[src/hw/erxdma_params.svh]
// Register map, field positions and reset values of the receive DMA control block
`ifndef ERXDMA_PARAMS_SVH
`define ERXDMA_PARAMS_SVH
`define ERXDMA_ADDR_W 13
`define ERXDMA_OFS_RX_BASE 13'h100c
`define ERXDMA_OFS_STATUS 13'h1014
`define ERXDMA_OFS_OPMODE 13'h1018
`define ERXDMA_OFS_IRQ_EN 13'h101c
`define ERXDMA_OFS_MISSED 13'h1020
`define ERXDMA_RST_WORD 32'h00000000
`define ERXDMA_BIT_RX_START 1
`define ERXDMA_BIT_RX_BUF_UNAVAIL 7
`define ERXDMA_BIT_RX_HALT 8
`define ERXDMA_BIT_ABN_SUM 15
`define ERXDMA_BIT_NRM_SUM 16
`define ERXDMA_LVL_LSB 26
`define ERXDMA_EVT_W 15
`define ERXDMA_NRM_MASK 15'h4045
`define ERXDMA_ABN_MASK 15'h27ba
`define ERXDMA_STICKY_MASK 15'h67ff
`define ERXDMA_IRQ_EN_MASK 32'h0001e7ff
`define ERXDMA_HOST_CNT_LSB 0
`define ERXDMA_HOST_WRAP_BIT 16
`define ERXDMA_FIFO_CNT_LSB 17
`define ERXDMA_FIFO_WRAP_BIT 28
`define ERXDMA_RESP_OKAY 2'b00
`define ERXDMA_RESP_SLVERR 2'b10
`endif

[src/hw/erxdma_pkg.sv]
// Types shared by the receive DMA control block
package erxdma_pkg;
   typedef enum logic [3:0] {
      ST_STOPPED = 4'b0001,
      ST_RUNNING = 4'b0010,
      ST_FRAME = 4'b0100,
      ST_SUSPENDED = 4'b1000
   } erxdma_state_t;
endpackage

[src/hw/erxdma_mfc_if.sv]
// Link between the control block and its missed-frame counters
interface erxdma_mfc_if;
   logic host_miss;
   logic fifo_loss;
   logic rd_clear;
   logic [31:0] count_word;
   modport ctl (output host_miss, output fifo_loss, output rd_clear, input count_word);
   modport cnt (input host_miss, input fifo_loss, input rd_clear, output count_word);
endinterface

[src/hw/erxdma_mfc.sv]
// Clear-on-read missed-frame counters with wrap indicators
`include "erxdma_params.svh"
module erxdma_mfc import erxdma_pkg::*; #(
   parameter int HOST_W = 16,
   parameter int FIFO_W = 11
) (
   input wire logic clk,  // System clock
   input wire logic srst, // Synchronous reset
   erxdma_mfc_if.cnt mfc  // Events in, counter word out
);
   logic [HOST_W-1:0] host_cnt_reg, host_cnt_next;
   logic [FIFO_W-1:0] fifo_cnt_reg, fifo_cnt_next;
   logic host_wrap_reg, host_wrap_next;
   logic fifo_wrap_reg, fifo_wrap_next;

   // Read clear first, then a same-cycle miss still counts
   always_comb begin
      host_cnt_next = mfc.rd_clear ? '0 : host_cnt_reg;
      fifo_cnt_next = mfc.rd_clear ? '0 : fifo_cnt_reg;
      host_wrap_next = mfc.rd_clear ? 1'b0 : host_wrap_reg;
      fifo_wrap_next = mfc.rd_clear ? 1'b0 : fifo_wrap_reg;
      if (mfc.host_miss) begin
         host_cnt_next = host_cnt_next + 1'b1;
         if (host_cnt_next == '0) host_wrap_next = 1'b1;
      end
      if (mfc.fifo_loss) begin
         fifo_cnt_next = fifo_cnt_next + 1'b1;
         if (fifo_cnt_next == '0) fifo_wrap_next = 1'b1;
      end
   end

   always_ff @(posedge clk) begin
      if (srst) begin
         host_cnt_reg <= '0;
         fifo_cnt_reg <= '0;
         host_wrap_reg <= 1'b0;
         fifo_wrap_reg <= 1'b0;
      end else begin
         host_cnt_reg <= host_cnt_next;
         fifo_cnt_reg <= fifo_cnt_next;
         host_wrap_reg <= host_wrap_next;
         fifo_wrap_reg <= fifo_wrap_next;
      end
   end

   // Reserved upper bits read as zero
   always_comb begin
      mfc.count_word = `ERXDMA_RST_WORD;
      mfc.count_word[`ERXDMA_HOST_CNT_LSB +: HOST_W] = host_cnt_reg;
      mfc.count_word[`ERXDMA_HOST_WRAP_BIT] = host_wrap_reg;
      mfc.count_word[`ERXDMA_FIFO_CNT_LSB +: FIFO_W] = fifo_cnt_reg;
      mfc.count_word[`ERXDMA_FIFO_WRAP_BIT] = fifo_wrap_reg;
   end
endmodule

[src/hw/erxdma_top.sv]
// Receive DMA start/stop control, interrupt enables, system interrupt and AXI4-Lite registers
`include "erxdma_params.svh"
// How it works
// - Start bit sets receive process running
// - No owned descriptor: suspend, flag buffer unavailable
// - Start acts only from Stopped state
// - Stop waits for current frame end
// - Stop keeps next descriptor for restart
// - Stop honoured in Running or Suspended
// - Normal summary enable gates normal group
// - Abnormal summary enable gates abnormal group
// - Normal enables need normal summary enable
// - Bus error, early transmit need abnormal
// - Watchdog, receive stopped need abnormal
// - Remaining abnormal enables need abnormal enable
// - System interrupt from levels or summaries
// - Sixteen-bit host buffer miss counter
// - Eleven-bit fifo overflow and runt counter
// - Fifo counter wrap sets bit 28
// - Reading counters clears them and flags
// - Host counter wrap sets bit 16
module erxdma_top import erxdma_pkg::*; (
   input wire logic REF_CLK,                        // 250 MHz system clock
   input wire logic SRST,                           // Synchronous reset, high
   input wire logic [12:0] S_AXI_AWADDR,            // Write address
   input wire logic S_AXI_AWVALID,                  // Write address valid
   output logic S_AXI_AWREADY,                      // Write address ready
   input wire logic [31:0] S_AXI_WDATA,             // Write data
   input wire logic [3:0] S_AXI_WSTRB,              // Write byte strobes
   input wire logic S_AXI_WVALID,                   // Write data valid
   output logic S_AXI_WREADY,                       // Write data ready
   output logic [1:0] S_AXI_BRESP,                  // Write response
   output logic S_AXI_BVALID,                       // Write response valid
   input wire logic S_AXI_BREADY,                   // Write response ready
   input wire logic [12:0] S_AXI_ARADDR,            // Read address
   input wire logic S_AXI_ARVALID,                  // Read address valid
   output logic S_AXI_ARREADY,                      // Read address ready
   output logic [31:0] S_AXI_RDATA,                 // Read data
   output logic [1:0] S_AXI_RRESP,                  // Read response
   output logic S_AXI_RVALID,                       // Read data valid
   input wire logic S_AXI_RREADY,                   // Read data ready
   input wire logic [14:0] STATUS_EVT,              // Status event pulses, bits 14:0
   input wire logic TIMESTAMP_TRIGGER_FLAG,         // Time-stamp level
   input wire logic POWER_MGMT_FLAG,                // Power-management level
   input wire logic MGMT_COUNTER_FLAG,              // Management counter level
   input wire logic LINE_IFACE_FLAG,                // Line interface level
   input wire logic RX_DESC_OWNED,                  // Current descriptor owned by DMA
   input wire logic RX_FRAME_START,                 // Frame transfer begins, pulse
   input wire logic RX_FRAME_DONE,                  // Frame transfer ends, pulse
   input wire logic [31:0] RX_NEXT_DESC,            // Next descriptor at frame end
   input wire logic HOST_BUF_MISS,                  // Frame missed, no host buffer
   input wire logic FIFO_DROP,                      // Overflow or runt drop by fifo layer
   output logic SYSTEM_IRQ_OUT,                     // System interrupt, high
   output logic [3:0] RX_STATE,                     // Receive process state, one-hot
   output logic [31:0] RX_DESC_ADDR                 // Current descriptor position
);
   erxdma_mfc_if mfc_bus ();

   logic aw_hold_reg, aw_hold_next;
   logic w_hold_reg, w_hold_next;
   logic [12:0] awaddr_reg, awaddr_next;
   logic [31:0] wdata_reg, wdata_next;
   logic [3:0] wstrb_reg, wstrb_next;
   logic awready_reg, awready_next;
   logic wready_reg, wready_next;
   logic bvalid_reg, bvalid_next;
   logic [1:0] bresp_reg, bresp_next;
   logic arready_reg, arready_next;
   logic rvalid_reg, rvalid_next;
   logic [1:0] rresp_reg, rresp_next;
   logic [31:0] rdata_reg, rdata_next;
   logic do_write, rd_take, rd_clear;
   logic [31:0] wmask;

   logic [31:0] rx_base_reg, rx_base_next;
   logic base_fresh_reg, base_fresh_next;
   logic rx_start_stop_reg, rx_start_stop_next;
   logic [31:0] irq_en_reg, irq_en_next;
   logic [14:0] status_reg, status_next;
   logic [31:0] cur_desc_reg, cur_desc_next;
   erxdma_state_t state_reg, state_next;
   logic set_rbu, set_halt;
   logic irq_reg, irq_next;
   logic normal_summary_flag, abnormal_summary_flag;
   logic normal_summary_en, abnormal_summary_en;
   logic [3:0] level_flags;
   logic [31:0] status_word;

   // Missed-frame counters live beside the control logic
   erxdma_mfc #(.HOST_W(16), .FIFO_W(11)) u_mfc (
      .clk(REF_CLK),
      .srst(SRST),
      .mfc(mfc_bus)
   );
   assign mfc_bus.host_miss = HOST_BUF_MISS;
   assign mfc_bus.fifo_loss = FIFO_DROP;
   assign mfc_bus.rd_clear = rd_clear;

   // Summary flags and the gated interrupt request
   always_comb begin
      normal_summary_en = irq_en_reg[`ERXDMA_BIT_NRM_SUM];
      abnormal_summary_en = irq_en_reg[`ERXDMA_BIT_ABN_SUM];
      level_flags = {LINE_IFACE_FLAG, MGMT_COUNTER_FLAG, POWER_MGMT_FLAG, TIMESTAMP_TRIGGER_FLAG};
      normal_summary_flag = |(status_reg & irq_en_reg[14:0] & `ERXDMA_NRM_MASK);
      abnormal_summary_flag = |(status_reg & irq_en_reg[14:0] & `ERXDMA_ABN_MASK);
      irq_next = (|level_flags) || (normal_summary_flag && normal_summary_en)
         || (abnormal_summary_flag && abnormal_summary_en);
      status_word = `ERXDMA_RST_WORD;
      status_word[14:0] = status_reg;
      status_word[`ERXDMA_BIT_ABN_SUM] = abnormal_summary_flag;
      status_word[`ERXDMA_BIT_NRM_SUM] = normal_summary_flag;
      status_word[`ERXDMA_LVL_LSB +: 4] = level_flags;
   end

   // Bus slave: one write and one read in flight, address and data in either order
   always_comb begin
      aw_hold_next = aw_hold_reg;
      w_hold_next = w_hold_reg;
      awaddr_next = awaddr_reg;
      wdata_next = wdata_reg;
      wstrb_next = wstrb_reg;
      bvalid_next = bvalid_reg;
      bresp_next = bresp_reg;
      rvalid_next = rvalid_reg;
      rresp_next = rresp_reg;
      rdata_next = rdata_reg;
      if (S_AXI_AWVALID && awready_reg) begin
         aw_hold_next = 1'b1;
         awaddr_next = S_AXI_AWADDR;
      end
      if (S_AXI_WVALID && wready_reg) begin
         w_hold_next = 1'b1;
         wdata_next = S_AXI_WDATA;
         wstrb_next = S_AXI_WSTRB;
      end
      if (bvalid_reg && S_AXI_BREADY) bvalid_next = 1'b0;
      do_write = aw_hold_reg && w_hold_reg && !bvalid_reg;
      if (do_write) begin
         aw_hold_next = 1'b0;
         w_hold_next = 1'b0;
         bvalid_next = 1'b1;
         unique case (awaddr_reg[12:2])
            `ERXDMA_OFS_RX_BASE >> 2, `ERXDMA_OFS_STATUS >> 2, `ERXDMA_OFS_OPMODE >> 2,
            `ERXDMA_OFS_IRQ_EN >> 2, `ERXDMA_OFS_MISSED >> 2: bresp_next = `ERXDMA_RESP_OKAY;
            default: bresp_next = `ERXDMA_RESP_SLVERR;
         endcase
      end
      awready_next = !aw_hold_next;
      wready_next = !w_hold_next;
      if (rvalid_reg && S_AXI_RREADY) rvalid_next = 1'b0;
      rd_take = S_AXI_ARVALID && arready_reg;
      rd_clear = rd_take && (S_AXI_ARADDR[12:2] == (`ERXDMA_OFS_MISSED >> 2));
      if (rd_take) begin
         rvalid_next = 1'b1;
         rresp_next = `ERXDMA_RESP_OKAY;
         unique case (S_AXI_ARADDR[12:2])
            `ERXDMA_OFS_RX_BASE >> 2: rdata_next = rx_base_reg;
            `ERXDMA_OFS_STATUS >> 2: rdata_next = status_word;
            `ERXDMA_OFS_OPMODE >> 2: rdata_next = {30'h0, rx_start_stop_reg, 1'b0};
            `ERXDMA_OFS_IRQ_EN >> 2: rdata_next = irq_en_reg;
            `ERXDMA_OFS_MISSED >> 2: rdata_next = mfc_bus.count_word;
            default: begin
               rdata_next = `ERXDMA_RST_WORD;
               rresp_next = `ERXDMA_RESP_SLVERR;
            end
         endcase
      end
      arready_next = !rvalid_next;
      wmask = {{8{wstrb_reg[3]}}, {8{wstrb_reg[2]}}, {8{wstrb_reg[1]}}, {8{wstrb_reg[0]}}};
   end

   // Registers, status flags and the receive process
   always_comb begin
      rx_base_next = rx_base_reg;
      base_fresh_next = base_fresh_reg;
      rx_start_stop_next = rx_start_stop_reg;
      irq_en_next = irq_en_reg;
      status_next = status_reg;
      cur_desc_next = cur_desc_reg;
      state_next = state_reg;
      set_rbu = 1'b0;
      set_halt = 1'b0;
      if (do_write) begin
         unique case (awaddr_reg[12:2])
            `ERXDMA_OFS_RX_BASE >> 2: begin
               rx_base_next = (rx_base_reg & ~wmask) | (wdata_reg & wmask);
               base_fresh_next = 1'b1;
            end
            `ERXDMA_OFS_OPMODE >> 2: begin
               if (wstrb_reg[0]) rx_start_stop_next = wdata_reg[`ERXDMA_BIT_RX_START];
            end
            `ERXDMA_OFS_IRQ_EN >> 2: begin
               irq_en_next = ((irq_en_reg & ~wmask) | (wdata_reg & wmask)) & `ERXDMA_IRQ_EN_MASK;
            end
            // Status bits clear by writing one
            `ERXDMA_OFS_STATUS >> 2: status_next = status_reg & ~(wdata_reg[14:0] & wmask[14:0]);
            default: begin
            end
         endcase
      end
      unique case (state_reg)
         ST_STOPPED: begin
            if (rx_start_stop_reg) begin
               if (base_fresh_reg) cur_desc_next = rx_base_reg;
               // A base written in the start cycle stays fresh for the next start
               base_fresh_next = do_write
                  && (awaddr_reg[12:2] == (`ERXDMA_OFS_RX_BASE >> 2));
               if (RX_DESC_OWNED) state_next = ST_RUNNING;
               else begin
                  state_next = ST_SUSPENDED;
                  set_rbu = 1'b1;
               end
            end
         end
         ST_RUNNING: begin
            if (!rx_start_stop_reg) begin
               state_next = ST_STOPPED;
               set_halt = 1'b1;
            end else if (RX_FRAME_START) state_next = ST_FRAME;
            else if (!RX_DESC_OWNED) begin
               state_next = ST_SUSPENDED;
               set_rbu = 1'b1;
            end
         end
         ST_FRAME: begin
            if (RX_FRAME_DONE) begin
               cur_desc_next = RX_NEXT_DESC;
               if (!rx_start_stop_reg) begin
                  state_next = ST_STOPPED;
                  set_halt = 1'b1;
               end else state_next = ST_RUNNING;
            end
         end
         ST_SUSPENDED: begin
            if (!rx_start_stop_reg) begin
               state_next = ST_STOPPED;
               set_halt = 1'b1;
            end else if (RX_DESC_OWNED) state_next = ST_RUNNING;
         end
         default: state_next = ST_STOPPED;
      endcase
      // Events win over a same-cycle software clear
      status_next = status_next | (STATUS_EVT & `ERXDMA_STICKY_MASK);
      status_next[`ERXDMA_BIT_RX_BUF_UNAVAIL] = status_next[`ERXDMA_BIT_RX_BUF_UNAVAIL] | set_rbu;
      status_next[`ERXDMA_BIT_RX_HALT] = status_next[`ERXDMA_BIT_RX_HALT] | set_halt;
   end

   // Every output comes straight from a flop
   always_ff @(posedge REF_CLK) begin
      if (SRST) begin
         aw_hold_reg <= 1'b0;
         w_hold_reg <= 1'b0;
         awaddr_reg <= '0;
         wdata_reg <= `ERXDMA_RST_WORD;
         wstrb_reg <= 4'h0;
         awready_reg <= 1'b0;
         wready_reg <= 1'b0;
         bvalid_reg <= 1'b0;
         bresp_reg <= `ERXDMA_RESP_OKAY;
         arready_reg <= 1'b0;
         rvalid_reg <= 1'b0;
         rresp_reg <= `ERXDMA_RESP_OKAY;
         rdata_reg <= `ERXDMA_RST_WORD;
         rx_base_reg <= `ERXDMA_RST_WORD;
         base_fresh_reg <= 1'b0;
         rx_start_stop_reg <= 1'b0;
         irq_en_reg <= `ERXDMA_RST_WORD;
         status_reg <= 15'h0000;
         cur_desc_reg <= `ERXDMA_RST_WORD;
         state_reg <= ST_STOPPED;
         irq_reg <= 1'b0;
      end else begin
         aw_hold_reg <= aw_hold_next;
         w_hold_reg <= w_hold_next;
         awaddr_reg <= awaddr_next;
         wdata_reg <= wdata_next;
         wstrb_reg <= wstrb_next;
         awready_reg <= awready_next;
         wready_reg <= wready_next;
         bvalid_reg <= bvalid_next;
         bresp_reg <= bresp_next;
         arready_reg <= arready_next;
         rvalid_reg <= rvalid_next;
         rresp_reg <= rresp_next;
         rdata_reg <= rdata_next;
         rx_base_reg <= rx_base_next;
         base_fresh_reg <= base_fresh_next;
         rx_start_stop_reg <= rx_start_stop_next;
         irq_en_reg <= irq_en_next;
         status_reg <= status_next;
         cur_desc_reg <= cur_desc_next;
         state_reg <= state_next;
         irq_reg <= irq_next;
      end
   end

   assign S_AXI_AWREADY = awready_reg;
   assign S_AXI_WREADY = wready_reg;
   assign S_AXI_BVALID = bvalid_reg;
   assign S_AXI_BRESP = bresp_reg;
   assign S_AXI_ARREADY = arready_reg;
   assign S_AXI_RVALID = rvalid_reg;
   assign S_AXI_RRESP = rresp_reg;
   assign S_AXI_RDATA = rdata_reg;
   assign SYSTEM_IRQ_OUT = irq_reg;
   assign RX_STATE = state_reg;
   assign RX_DESC_ADDR = cur_desc_reg;
endmodule

[config.mk]
export PLATFORM = sky130hd
export DESIGN_NAME = erxdma_top
export DESIGN_NICKNAME = d
export VERILOG_FILES = /design/src/hw/erxdma_pkg.sv /design/src/hw/erxdma_mfc_if.sv /design/src/hw/erxdma_mfc.sv /design/src/hw/erxdma_top.sv
export VERILOG_INCLUDE_DIRS = /design/src /design/src/hw
export SDC_FILE = /design/constraint.sdc
export NUM_CORES = 1
export LEC_CHECK = 0
export ABC_AREA = 1
export BUFFER_PORTS_ARGS = -buffer_cell sky130_fd_sc_hd__buf_2
export CORE_MARGIN = 1
export CORE_UTILIZATION = 50
export CTS_CLUSTER_DIAMETER = 150
export DETAILED_ROUTE_END_ITERATION = 10
export PLACE_DENSITY = 0.83
export SLEW_MARGIN = 10
export SYNTH_ARGS = -nofsm -noshare
export SYNTH_HDL_FRONTEND = slang
export SYNTH_SLANG_ARGS = --single-unit
[constraint.sdc]
create_clock -name REF_CLK -period 3.3 [get_ports REF_CLK]
set_clock_uncertainty 0.05 [all_clocks]
set_input_delay 0.66 -clock REF_CLK [delete_from_list [all_inputs] [get_ports REF_CLK]]
set_output_delay 0.66 -clock REF_CLK [all_outputs]
set_load 0.01 [all_outputs]
==> results of run 1 <==
## cells in the mapped netlist (3+ instances only)
| cell | n | area, um2 |
|---|---|---|
| nor2_4 | 3 | 33.78 |
| nor2_1 | 129 | 484.2 |
| a31oi_1 | 42 | 262.8 |
| nand2_1 | 275 | 1032 |
| nor2_2 | 6 | 37.54 |
| nor3_1 | 12 | 60.06 |
| buf_4 | 4 | 30.03 |
| nand4_2 | 3 | 37.54 |
| clkbuf_1 | 56 | 210.2 |
| inv_1 | 172 | 645.6 |
| nand4_1 | 18 | 112.6 |
| o21ai_1 | 5 | 25.02 |
| o31ai_1 | 5 | 37.54 |
| a211oi_1 | 15 | 112.6 |
| inv_2 | 7 | 26.28 |
| o221ai_1 | 4 | 35.03 |
| ha_1 | 3 | 37.54 |
| o22ai_1 | 6 | 37.54 |
| clkinv_1 | 5 | 18.77 |
| buf_2 | 4 | 20.02 |
| o211ai_1 | 10 | 75.07 |
| o21ai_0 | 165 | 825.8 |
| nand2_2 | 4 | 25.02 |
| nor4_1 | 4 | 25.02 |
| dfxtp_1 | 218 | 4364 |
| nand3_1 | 50 | 250.2 |
| a21oi_1 | 133 | 665.6 |
## logic make-up after synthesis
| kind of cell | Yosys count | synth area share |
|---|---|---|
| AND/OR/NAND/NOR | 510 | 0.2216 |
| AO/OA/AOI/OAI | 396 | 0.2239 |
| buffers and inverters | 254 | 0.1015 |
| flip-flops | 218 | 0.4470 |
| adder cells (fa/ha/maj) | 3 | 0.003845 |
| XOR/XNOR | 2 | 0.001795 |
| other | 1 | 0.0003841 |
## area by class of cell
cell class / instances / area (um2)
fill: 1687 / 7232
clock inverter: 12 / 122.6
inverter: 184 / 690.7
antenna: 3 / 7.507
tap: 260 / 325.3
clock buffer: 29 / 648.1
sequential: 218 / 4364
timing repair buffer: 210 / 1091
multi-input combinational: 913 / 4412
## power by group through the flow
stage	clock network, mW	registers, mW	logic (mW)
floorplan	0	2.83	0.281
global placement	0	2.84	0.428
detailed placement	0	2.84	0.439
CTS	2.65	2.78	0.442
global route	2.75	2.79	0.505
finish	2.62	2.79	0.448
## worst max-delay path: stages, from the launching register on
cell and delay, ns:
dfxtp_1 0.31, nand2_1 0.08, inv_1 0.10, nand3_4 0.10
buf_4 0.41, nand2_1 0.16, inv_1 0.12, ha_1 0.19
nand4_2 0.14, nor2_2 0.23, nand3_1 0.11, nand2_1 0.10
nand2_1 0.05, nor2_1 0.08, nand3_1 0.08, a21oi_1 0.12
## cells in the final DEF (no fill, tap or decap), types with 2 or more instances in the layout
cell / instances
nor2_2: 6
diode_2: 3
o21ai_1: 5
o31ai_1: 5
dfxtp_1: 218
clkinv_2: 6
o2111ai_1: 2
bufinv_16: 2
inv_1: 172
clkinv_1: 4
o311ai_0: 2
a21oi_1: 133
a32o_1: 2
clkbuf_16: 23
nand2_1: 275
conb_1: 2
nand3b_1: 2
buf_4: 16
nor2_1: 129
a31oi_1: 42
nand3_1: 50
a211oi_1: 15
ha_1: 3
inv_2: 8
o211ai_1: 10
nor4_1: 4
nand2_2: 4
clkbuf_8: 5
o22ai_1: 6
clkinvlp_4: 2
nor3_1: 12
nand4_2: 3
o21ai_0: 165
nor2_4: 3
o221ai_1: 4
nand4_1: 18
buf_2: 194
## metrics by stage
stage,utilization,worst slack [ns],std cells,total power [mW],hold slack (ns)
after floorplan,-,0.4858,1385,3.106,0.3869
after global placement,0.5760,0.3881,1785,3.266,0.4012
after detailed placement,0.5760,0.3221,1785,3.280,0.4024
after CTS,0.6168,0.8109,1826,5.873,0.3307
after global routing,0.6168,0.4747,1826,6.052,0.3444
final,0.6172,0.7908,1829,5.849,0.3392
## final timing paths
check	slack [ns]	end
worst min register to register	0.41	S_AXI_RDATA[3]$_SDFFE_PP0P_
worst max register to register	0.79	u_mfc.fifo_wrap_reg$_SDFF_PP0_
worst min-delay path	0.34	S_AXI_BVALID$_SDFFE_PP0P_
worst max-delay path	0.79	u_mfc.fifo_wrap_reg$_SDFF_PP0_
## routing by layer
metal,track usage,share of wire,vias up
li1,-,-,4919
met1,0.3559,0.42,4482
met2,0.4532,0.46,436
met3,0.04151,0.073,87
met4,0.1568,0.056,0
met5,0,0,-
==> qor.txt, run 1 <==
Core area -> 0.01889 mm2
Worst-path maximum fanout -> 43
Global-route wire length before repair -> 44,790 um
RD Place Congestion -> 0.9259
WHS Path Cells -> 4
CP startpoint kind -> flip-flop
Reg2Reg Depth -> 15
Setup TNS -> 0 ns
Via count -> 9,924
Final slew viol count -> 0
Post-DR wirelength/cell -> 15.48 um
Clock tree buffer depth -> 3
Total wire length -> 28,310 um
Netlist Area Pre-Place -> 0.009763 mm2
Synthesis-to-layout area growth -> 19.44%
Critical setup path kind -> reg -> reg
Post-Syn Instances -> 1,384
Main synth FF type -> dfxtp_1
Num CTS Buffers -> 23
Internal -> 4.427 mW
Tcrit/Tclk final -> 0.7604
Gr ovfl total -> 0
Cts hold-fix bufs -> 0
Max transition margin -> 0.3340
Post-CTS Setup Repair Bufs -> 0
Switching share of power -> 0.2431
Worst setup startpoint -> S_AXI_ARREADY$_SDFF_PP0_
Largest net degree at the start of global routing -> 92
Number of global-route vias before repair -> 9,237
Register area share after synthesis -> 0.4470
Clk Latency, worst-skew pair -> 0.52 ns
Post-synth EDFFs -> 0
CTS clock-pin slew for the worst setup and hold paths -> 0.06 ns
Final instance area -> 0.01166 mm2
# rows -> 50
DRT antenna net count -> 0
Die width -> 141.7 um
Starting density of the core -> 0.5168
RSZ-0062 raised after global routing -> false
Die Y -> 141.7 um
# IOs -> 203
Root Buffer -> clkbuf_16
Drt pass-1 iters -> 5
DRC -> 0
Flop pwr share -> 0.476
Hold Crit Class -> in -> reg
Critical Path Sink Type -> flip-flop
Clk pwr share -> 0.447
Logic pwr share -> 0.077
Avg Vias per Cell -> 5.426
Port Buffers -> 194
TritonCTS Sinks -> 218
Peak supply drop -> 0.4469 mV
Worst hold start -> S_AXI_BREADY
Worst reg2reg startpoint -> S_AXI_ARREADY$_SDFF_PP0_
Share of layout cells above drive strength 1 -> 0.1775
Synthesized area per cell -> 7.054 um2
Overall global routing resource usage -> 0.2792
Die ar. -> 0.02009 mm2
Placed cell areas -> 0.01088 mm2
Initial antenna violation count -> 1
Crit path DAT -> 2.90 ns
Max Cap Viol -> 0
H-Tree Depth -> 1
Warning count from the yosys run -> 0
P per Cell Area -> 501.6 mW/mm2
Cell variety after synth -> 46
Worst-Margin Slew -> 0.9990 ns
Leakage power -> 5.039 nW
CP required -> 3.69 ns
Fmax -> 0.3985 GHz
CTS tree -> yes
Switching power -> 1.422 mW
Synthesis-stage register bit count -> 218
Post-synth ARST share -> 0
Status -> completed
Final Hold Viols -> 0
Cts repair resizes -> 0
Final min period -> 2.509 ns
Final net count -> 1,678
Post-DP HPWL -> 20,450 um
Initial DRC Count -> 783
Final setup violating endpoints -> 0
Note: power is estimated with default switching activity, not from simulation.
==> run 2: changes to the inputs <==
clock period = 2.5 ns   (was 3.3 ns; I/O delays follow)
==> qor.txt, run 2 (synthesis gave the netlist of run 1 again) <==
Final Hold Viols -> 0 (unchanged)
Reg2Reg Depth -> 16 (+1)
Final net count -> 1,701 (+1.4%)
Final Util -> 0.6273 (+0.01007)
Drt pass-1 iters -> 5 (unchanged)
RSZ-0062 raised after global routing -> false
Worst setup startpoint -> S_AXI_ARREADY$_SDFF_PP0_
Total wire length -> 29,360 um (+3.7%)
Setup TNS -> 0 ns (unchanged)
Worst r2r dst -> u_mfc.host_wrap_reg$_SDFF_PP0_
Clk Latency, worst-skew pair -> 0.52 ns (about the same)
Tcrit/Tclk final -> 0.8954 (+0.1350)
Most frequent cells in the layout -> nand2_1 (271), dfxtp_1 (218), buf_2 (194), inv_1 (170), o21ai_0 (165)
Largest net degree at the start of global routing -> 92 (unchanged)
# IOs -> 203 (unchanged)
RD Place Congestion -> 0.9578 (+3.4%)
Die width -> 141.7 um (unchanged)
Global-route wire length before repair -> 46,240 um (+3.2%)
Worst-path maximum fanout -> 4 (-91%)
CTS tree -> yes
Final setup violating endpoints -> 0 (unchanged)
# rows -> 50 (unchanged)
Peak supply drop -> 0.5661 mV (+27%)
TritonCTS Sinks -> 218 (unchanged)
Starting density of the core -> 0.5168 (unchanged)
Die Y -> 141.7 um (unchanged)
Critical Path Sink Type -> flip-flop
Hold Crit Class -> in -> reg
Initial antenna violation count -> 3 (+2)
Initial DRC Count -> 825 (+5.4%)
Clock tree buffer depth -> 3 (unchanged)
CP required -> 2.89 ns (-0.80 ns)
Port Buffers -> 194 (unchanged)
Final slew viol count -> 0 (unchanged)
Reg2reg setup slack -> 0.26 ns (-0.53 ns)
CTS clock-pin slew for the worst setup and hold paths -> 0.07 ns (about the same)
Worst reg2reg startpoint -> S_AXI_ARREADY$_SDFF_PP0_
Overall global routing resource usage -> 0.2891 (+0.009964)
Number of global-route vias before repair -> 9,382 (+1.6%)
DRC -> 0 (unchanged)
Gr ovfl total -> 0 (unchanged)
Cell count after placement -> 1,807 (+1.2%)
Share of layout cells above drive strength 1 -> 0.1928 (+0.01529)
Status -> completed
DRT antenna net count -> 0 (unchanged)
Leakage power -> 5.124 nW (+1.7%)
Hold WS -> 0.1617 ns (-0.1775 ns)
P per Cell Area -> 640.0 mW/mm2 (+28%)
Avg Vias per Cell -> 5.487 (+1.1%)
Core area -> 0.01889 mm2 (unchanged)
Num CTS Buffers -> 23 (unchanged)
Max transition margin -> 0.3275 (-0.006507)
Crit path DAT -> 2.63 ns (-0.27 ns)
CP startpoint kind -> flip-flop
Post-DP HPWL -> 21,310 um (+4.2%)
Synthesis-to-layout area growth -> 21.39%
Crit path to -> u_mfc.host_wrap_reg$_SDFF_PP0_
H-Tree Depth -> 1 (unchanged)
Commonest non-fill, non-tap cell in the layout -> nand2_1
Max Cap Viol -> 0 (unchanged)
Worst-Margin Slew -> 1.009 ns (+0.009761 ns)
Via count -> 10,150 (+2.2%)
Root Buffer -> clkbuf_16
Final Non-Filler Cells -> 1,849 (+1.1%)
Final min period -> 2.238 ns (-0.2708 ns)
Post-DR wirelength/cell -> 15.88 um (+2.6%)
Fmax -> 0.4467 GHz (+12%)
Critical setup path kind -> reg -> reg
Cts repair resizes -> 0 (unchanged)
Die ar. -> 0.02009 mm2 (unchanged)
==> run 2: cell types whose count changed in the layout (fill, tap and decap cells not counted), sizes merged <==
| cell | before | now |
|---|---|---|
| buf | 210 | 233 |
| diode | 3 | 2 |
| clkinv | 11 | 10 |
| bufinv | 2 | 1 |
==> run 2: report_power, final <==
group,switching [mW],total [mW],internal (mW)
Combinational,0.396,0.626,0.230
Clock,1.40,3.28,1.88
Sequential,0.0871,3.68,3.59
==> run 2: worst min path at each step <==
stage                                       startpoint  slack, ns  depth (start not counted)                            to
after floorplan                              flip-flop       0.39                          2                     flip-flop
after global placement    S_AXI_RDATA[15]$_SDFFE_PP0P_       0.40                          2  S_AXI_RDATA[15]$_SDFFE_PP0P_
final                                    STATUS_EVT[0]       0.16                          3      status_reg[0]$_SDFF_PP0_
after CTS                                STATUS_EVT[0]       0.15                          3      status_reg[0]$_SDFF_PP0_
after detailed placement  S_AXI_RDATA[11]$_SDFFE_PP0P_       0.40                          2  S_AXI_RDATA[11]$_SDFFE_PP0P_
after global routing                     STATUS_EVT[2]       0.16                          3      status_reg[2]$_SDFF_PP0_
==> run 2: cell type report <==
class	instances	area [um2]
fill	1720	7042
multi-input combinational	913	4459
sequential	218	4364
timing repair buffer	233	1289
inverter	184	693.2
clock buffer	29	628.1
tap	260	325.3
clock inverter	10	87.58
antenna	2	5.005
==> run 2: metrics by stage <==
stage	instance area (um2)	worst slack, ns	power (mW)
finish	11850	0.2616	7.585
global placement	11120	0.01255	4.343
detailed placement	11120	-0.08117	4.361
CTS	11840	0.2132	7.594
global route	11850	0.02525	7.854
floorplan	9827	0.005534	4.109
==> run 2: what timing repair did <==
item	CTS	global route
hold buffers	0	0
setup endpoints to repair	0	1
buffers inserted	0	1
==> run 2: critical path: stages, from the launching register on <==
cell,delay [ns]
dfxtp_1,0.32
nand2_2,0.06
inv_1,0.10
nand3_4,0.12
nand2_4,0.07
inv_4,0.07
ha_4,0.12
nand2_1,0.04
nand3b_1,0.25
nor2_4,0.17
buf_4,0.15
nand3_1,0.06
nand2_1,0.09
nand3_1,0.08
nor2_1,0.11
nand3_1,0.14
a21oi_1,0.15
==> run 2: layer usage <==
layer,global-route usage,share of wire,up-vias
li1,-,-,4962
met1,0.3608,0.41,4637
met2,0.4895,0.48,444
met3,0.04759,0.072,100
met4,0.1307,0.043,2
met5,0,0.00044,-
==> run 3: changes to the inputs <==
PLACE_DENSITY = 0.86   (was 0.83)
TNS_END_PERCENT = 100   (was not set)
clock period = 2 ns   (was 2.5 ns; I/O delays follow)
==> qor.txt, run 3 (synthesis gave the netlist of run 1 again) <==
Power, Total -> 10.02 mW (+32%)
Via count -> 10,620 (+4.7%)
Worst-path maximum fanout -> 6 (+2)
Worst Slack Setup Final -> -0.1688 ns (-0.4304 ns)
Die Y -> 141.7 um (unchanged)
Clk Latency, worst-skew pair -> 0.52 ns (about the same)
Reg2reg setup slack -> -0.17 ns (-0.43 ns)
Core area -> 0.01889 mm2 (unchanged)
CTS tree -> yes
Worst reg2reg startpoint -> S_AXI_ARREADY$_SDFF_PP0_
Cts hold-fix bufs -> 0 (unchanged)
Max Cap Viol -> 0 (unchanged)
Fmax -> 0.4611 GHz (+3.2%)
Global-route wire length before repair -> 47,830 um (+3.4%)
Cell count after placement -> 1,850 (+2.4%)
DRC -> 0 (unchanged)
Dpl ws -> -0.4350 ns (-0.3539 ns)
Hold Crit Class -> in -> reg
Num CTS Buffers -> 23 (unchanged)
Switching power -> 2.457 mW (+30%)
Initial DRC Count -> 1,035 (+25%)
Final net count -> 1,761 (+3.5%)
Flop pwr share -> 0.460 (-0.025)
Leakage power -> 5.524 nW (+7.8%)
Final min period -> 2.169 ns (-0.06964 ns)
FILL cells -> 1,595 (-7.3%)
Largest net degree at the start of global routing -> 92 (unchanged)
Worst hold start -> STATUS_EVT[1]
Die ar. -> 0.02009 mm2 (unchanged)
Starting density of the core -> 0.5168 (unchanged)
# IOs -> 203 (unchanged)
WHS Path Cells -> 3 (unchanged)
RD Place Congestion -> 0.9439 (-1.5%)
Crit path DAT -> 2.56 ns (-0.07 ns)
Drt pass-1 iters -> 8 (+3)
H-Tree Depth -> 1 (unchanged)
Die width -> 141.7 um (unchanged)
Reg2Reg Depth -> 17 (+1)
RSZ-0062 raised after global routing -> true
Final Hold Viols -> 0 (unchanged)
Logic pwr share -> 0.088 (+0.005)
Total wire length -> 31,540 um (+7.4%)
Critical Path Sink Type -> flip-flop
Worst-Margin Slew -> 0.5045 ns (-0.5043 ns)
Failing checks -> setup timing
Clk pwr share -> 0.453 (+0.020)
CTS clock-pin slew for the worst setup and hold paths -> 0.06 ns (about the same)
# rows -> 50 (unchanged)
Most frequent cells in the layout -> nand2_1 (261), dfxtp_1 (216), buf_2 (194), inv_1 (165), o21ai_0 (161)
Post-DR wirelength/cell -> 16.50 um (+3.9%)
Final Non-Filler Cells -> 1,911 (+3.4%)
Clock tree buffer depth -> 3 (unchanged)
Status -> finished, violations left
Peak supply drop -> 0.6143 mV (+8.5%)
Overall global routing resource usage -> 0.2983 (+0.009164)
Max transition margin -> 0.6606 (+0.3331)
Commonest non-fill, non-tap cell in the layout -> nand2_1
Gr ovfl total -> 0 (unchanged)
Critical setup path kind -> reg -> reg
Final Util -> 0.6694 (+0.04212)
Setup TNS -> -0.3455 ns (-0.3455 ns)
Root Buffer -> clkbuf_16
Share of layout cells above drive strength 1 -> 0.2448 (+0.05203)
Hold EP -> status_reg[1]$_SDFF_PP0_
Final slew viol count -> 0 (unchanged)
CP required -> 2.39 ns (-0.50 ns)
TritonCTS Sinks -> 218 (unchanged)
DRT antenna net count -> 0 (unchanged)
Switching share of power -> 0.2452 (-0.003092)
Number of global-route vias before repair -> 9,773 (+4.2%)
Post-DP HPWL -> 21,850 um (+2.6%)
P per Cell Area -> 792.3 mW/mm2 (+24%)
Worst r2r dst -> u_mfc.host_wrap_reg$_SDFF_PP0_
Final setup violating endpoints -> 6 (+6)
Synthesis-to-layout area growth -> 29.54%
Tcrit/Tclk final -> 1.084 (+0.1890)
CP startpoint kind -> flip-flop
Avg Vias per Cell -> 5.557 (+1.3%)
Initial antenna violation count -> 1 (-2)
Internal -> 7.563 mW (+33%)
Port Buffers -> 194 (unchanged)
-- run 3: changes by cell type in the layout (fill, tap and decap cells not counted), sizes merged --
cell / previous run / this run
buf: 233 / 290
clkbuf: 29 / 34
bufinv: 1 / 3
diode: 2 / 1
clkinvlp: 2 / 1
-- run 3: metrics by stage --
stage	hold slack (ns)	instance area, um2
floorplan	0.3869	9861
global placement	0.4014	11520
detailed placement	0.4039	11520
CTS	0.06820	12360
global route	0.07046	12640
finish	0.07267	12650
-- run 3: per-layer routing --
metal | routed length [um] | track usage | vias up | share of wire
li1 | - | - | 5086 | -
met1 | 12250 | 0.3649 | 4885 | 0.39
met2 | 15180 | 0.5141 | 543 | 0.48
met3 | 2528 | 0.04117 | 105 | 0.080
met4 | 1575 | 0.1483 | 0 | 0.050
met5 | 0 | 0 | - | 0
-- run 3: area by class of cell --
class | instances | area (um2) | area share
Sequential cell | 218 | 4367 | 0.3453
Clock buffer | 31 | 665.6 | 0.05263
Timing Repair Buffer | 293 | 1849 | 0.1462
Inverter | 184 | 703.2 | 0.05560
Clock inverter | 11 | 140.1 | 0.01108
Multi-Input combinational cell | 913 | 4594 | 0.3633
Antenna cell | 1 | 2.502 | 0.0001979
Tap cell | 260 | 325.3 | 0.02572
-- run 3: timing repair --
item                                    CTS  global route
hold endpoints to repair                  0             0
resized for setup                         7            38
setup buffers                             3            13
cloned                                    0             3
endpoints found under the setup margin   22            89
pin swaps                                 9            15
-- run 3: worst max-delay path, stage by stage (launching register included) --
cell	delay, ns
dfxtp_2	0.32
nand2_2	0.08
inv_4	0.05
nand3_4	0.11
nand2_4	0.07
inv_4	0.06
ha_4	0.13
nand2_2	0.04
nand3b_1	0.25
nor2_4	0.23
nand2_1	0.07
nand2_1	0.09
nand2_1	0.06
nor2_1	0.10
nand2_1	0.06
nor2_1	0.11
nand3_1	0.09
a21oi_2	0.12
-- run 3: power by group through the flow --
stage | logic, mW | registers [mW] | clock network [mW]
6_report | 0.881 | 4.61 | 4.53
5_1_grt | 0.976 | 4.62 | 4.71
4_1_cts | 0.842 | 4.60 | 4.54
3_5_place_dp | 0.829 | 4.69 | 0
3_3_place_gp | 0.805 | 4.69 | 0
2_1_floorplan | 0.475 | 4.67 | 0
-- run 3: worst max-delay path by stage --
stage,start,end,slack (ns),cells after the start
global route,S_AXI_ARREADY$_SDFF_PP0_,u_mfc.host_wrap_reg$_SDFF_PP0_,-0.34,17
detailed placement,S_AXI_ARADDR[7],u_mfc.host_wrap_reg$_SDFF_PP0_,-0.44,19
CTS,S_AXI_ARREADY$_SDFF_PP0_,u_mfc.host_wrap_reg$_SDFF_PP0_,-0.12,17
floorplan,S_AXI_ARADDR[7],u_mfc.host_wrap_reg$_SDFF_PP0_,-0.37,20
finish,S_AXI_ARREADY$_SDFF_PP0_,u_mfc.host_wrap_reg$_SDFF_PP0_,-0.17,17
global placement,S_AXI_ARADDR[3],u_mfc.host_wrap_reg$_SDFF_PP0_,-0.35,19
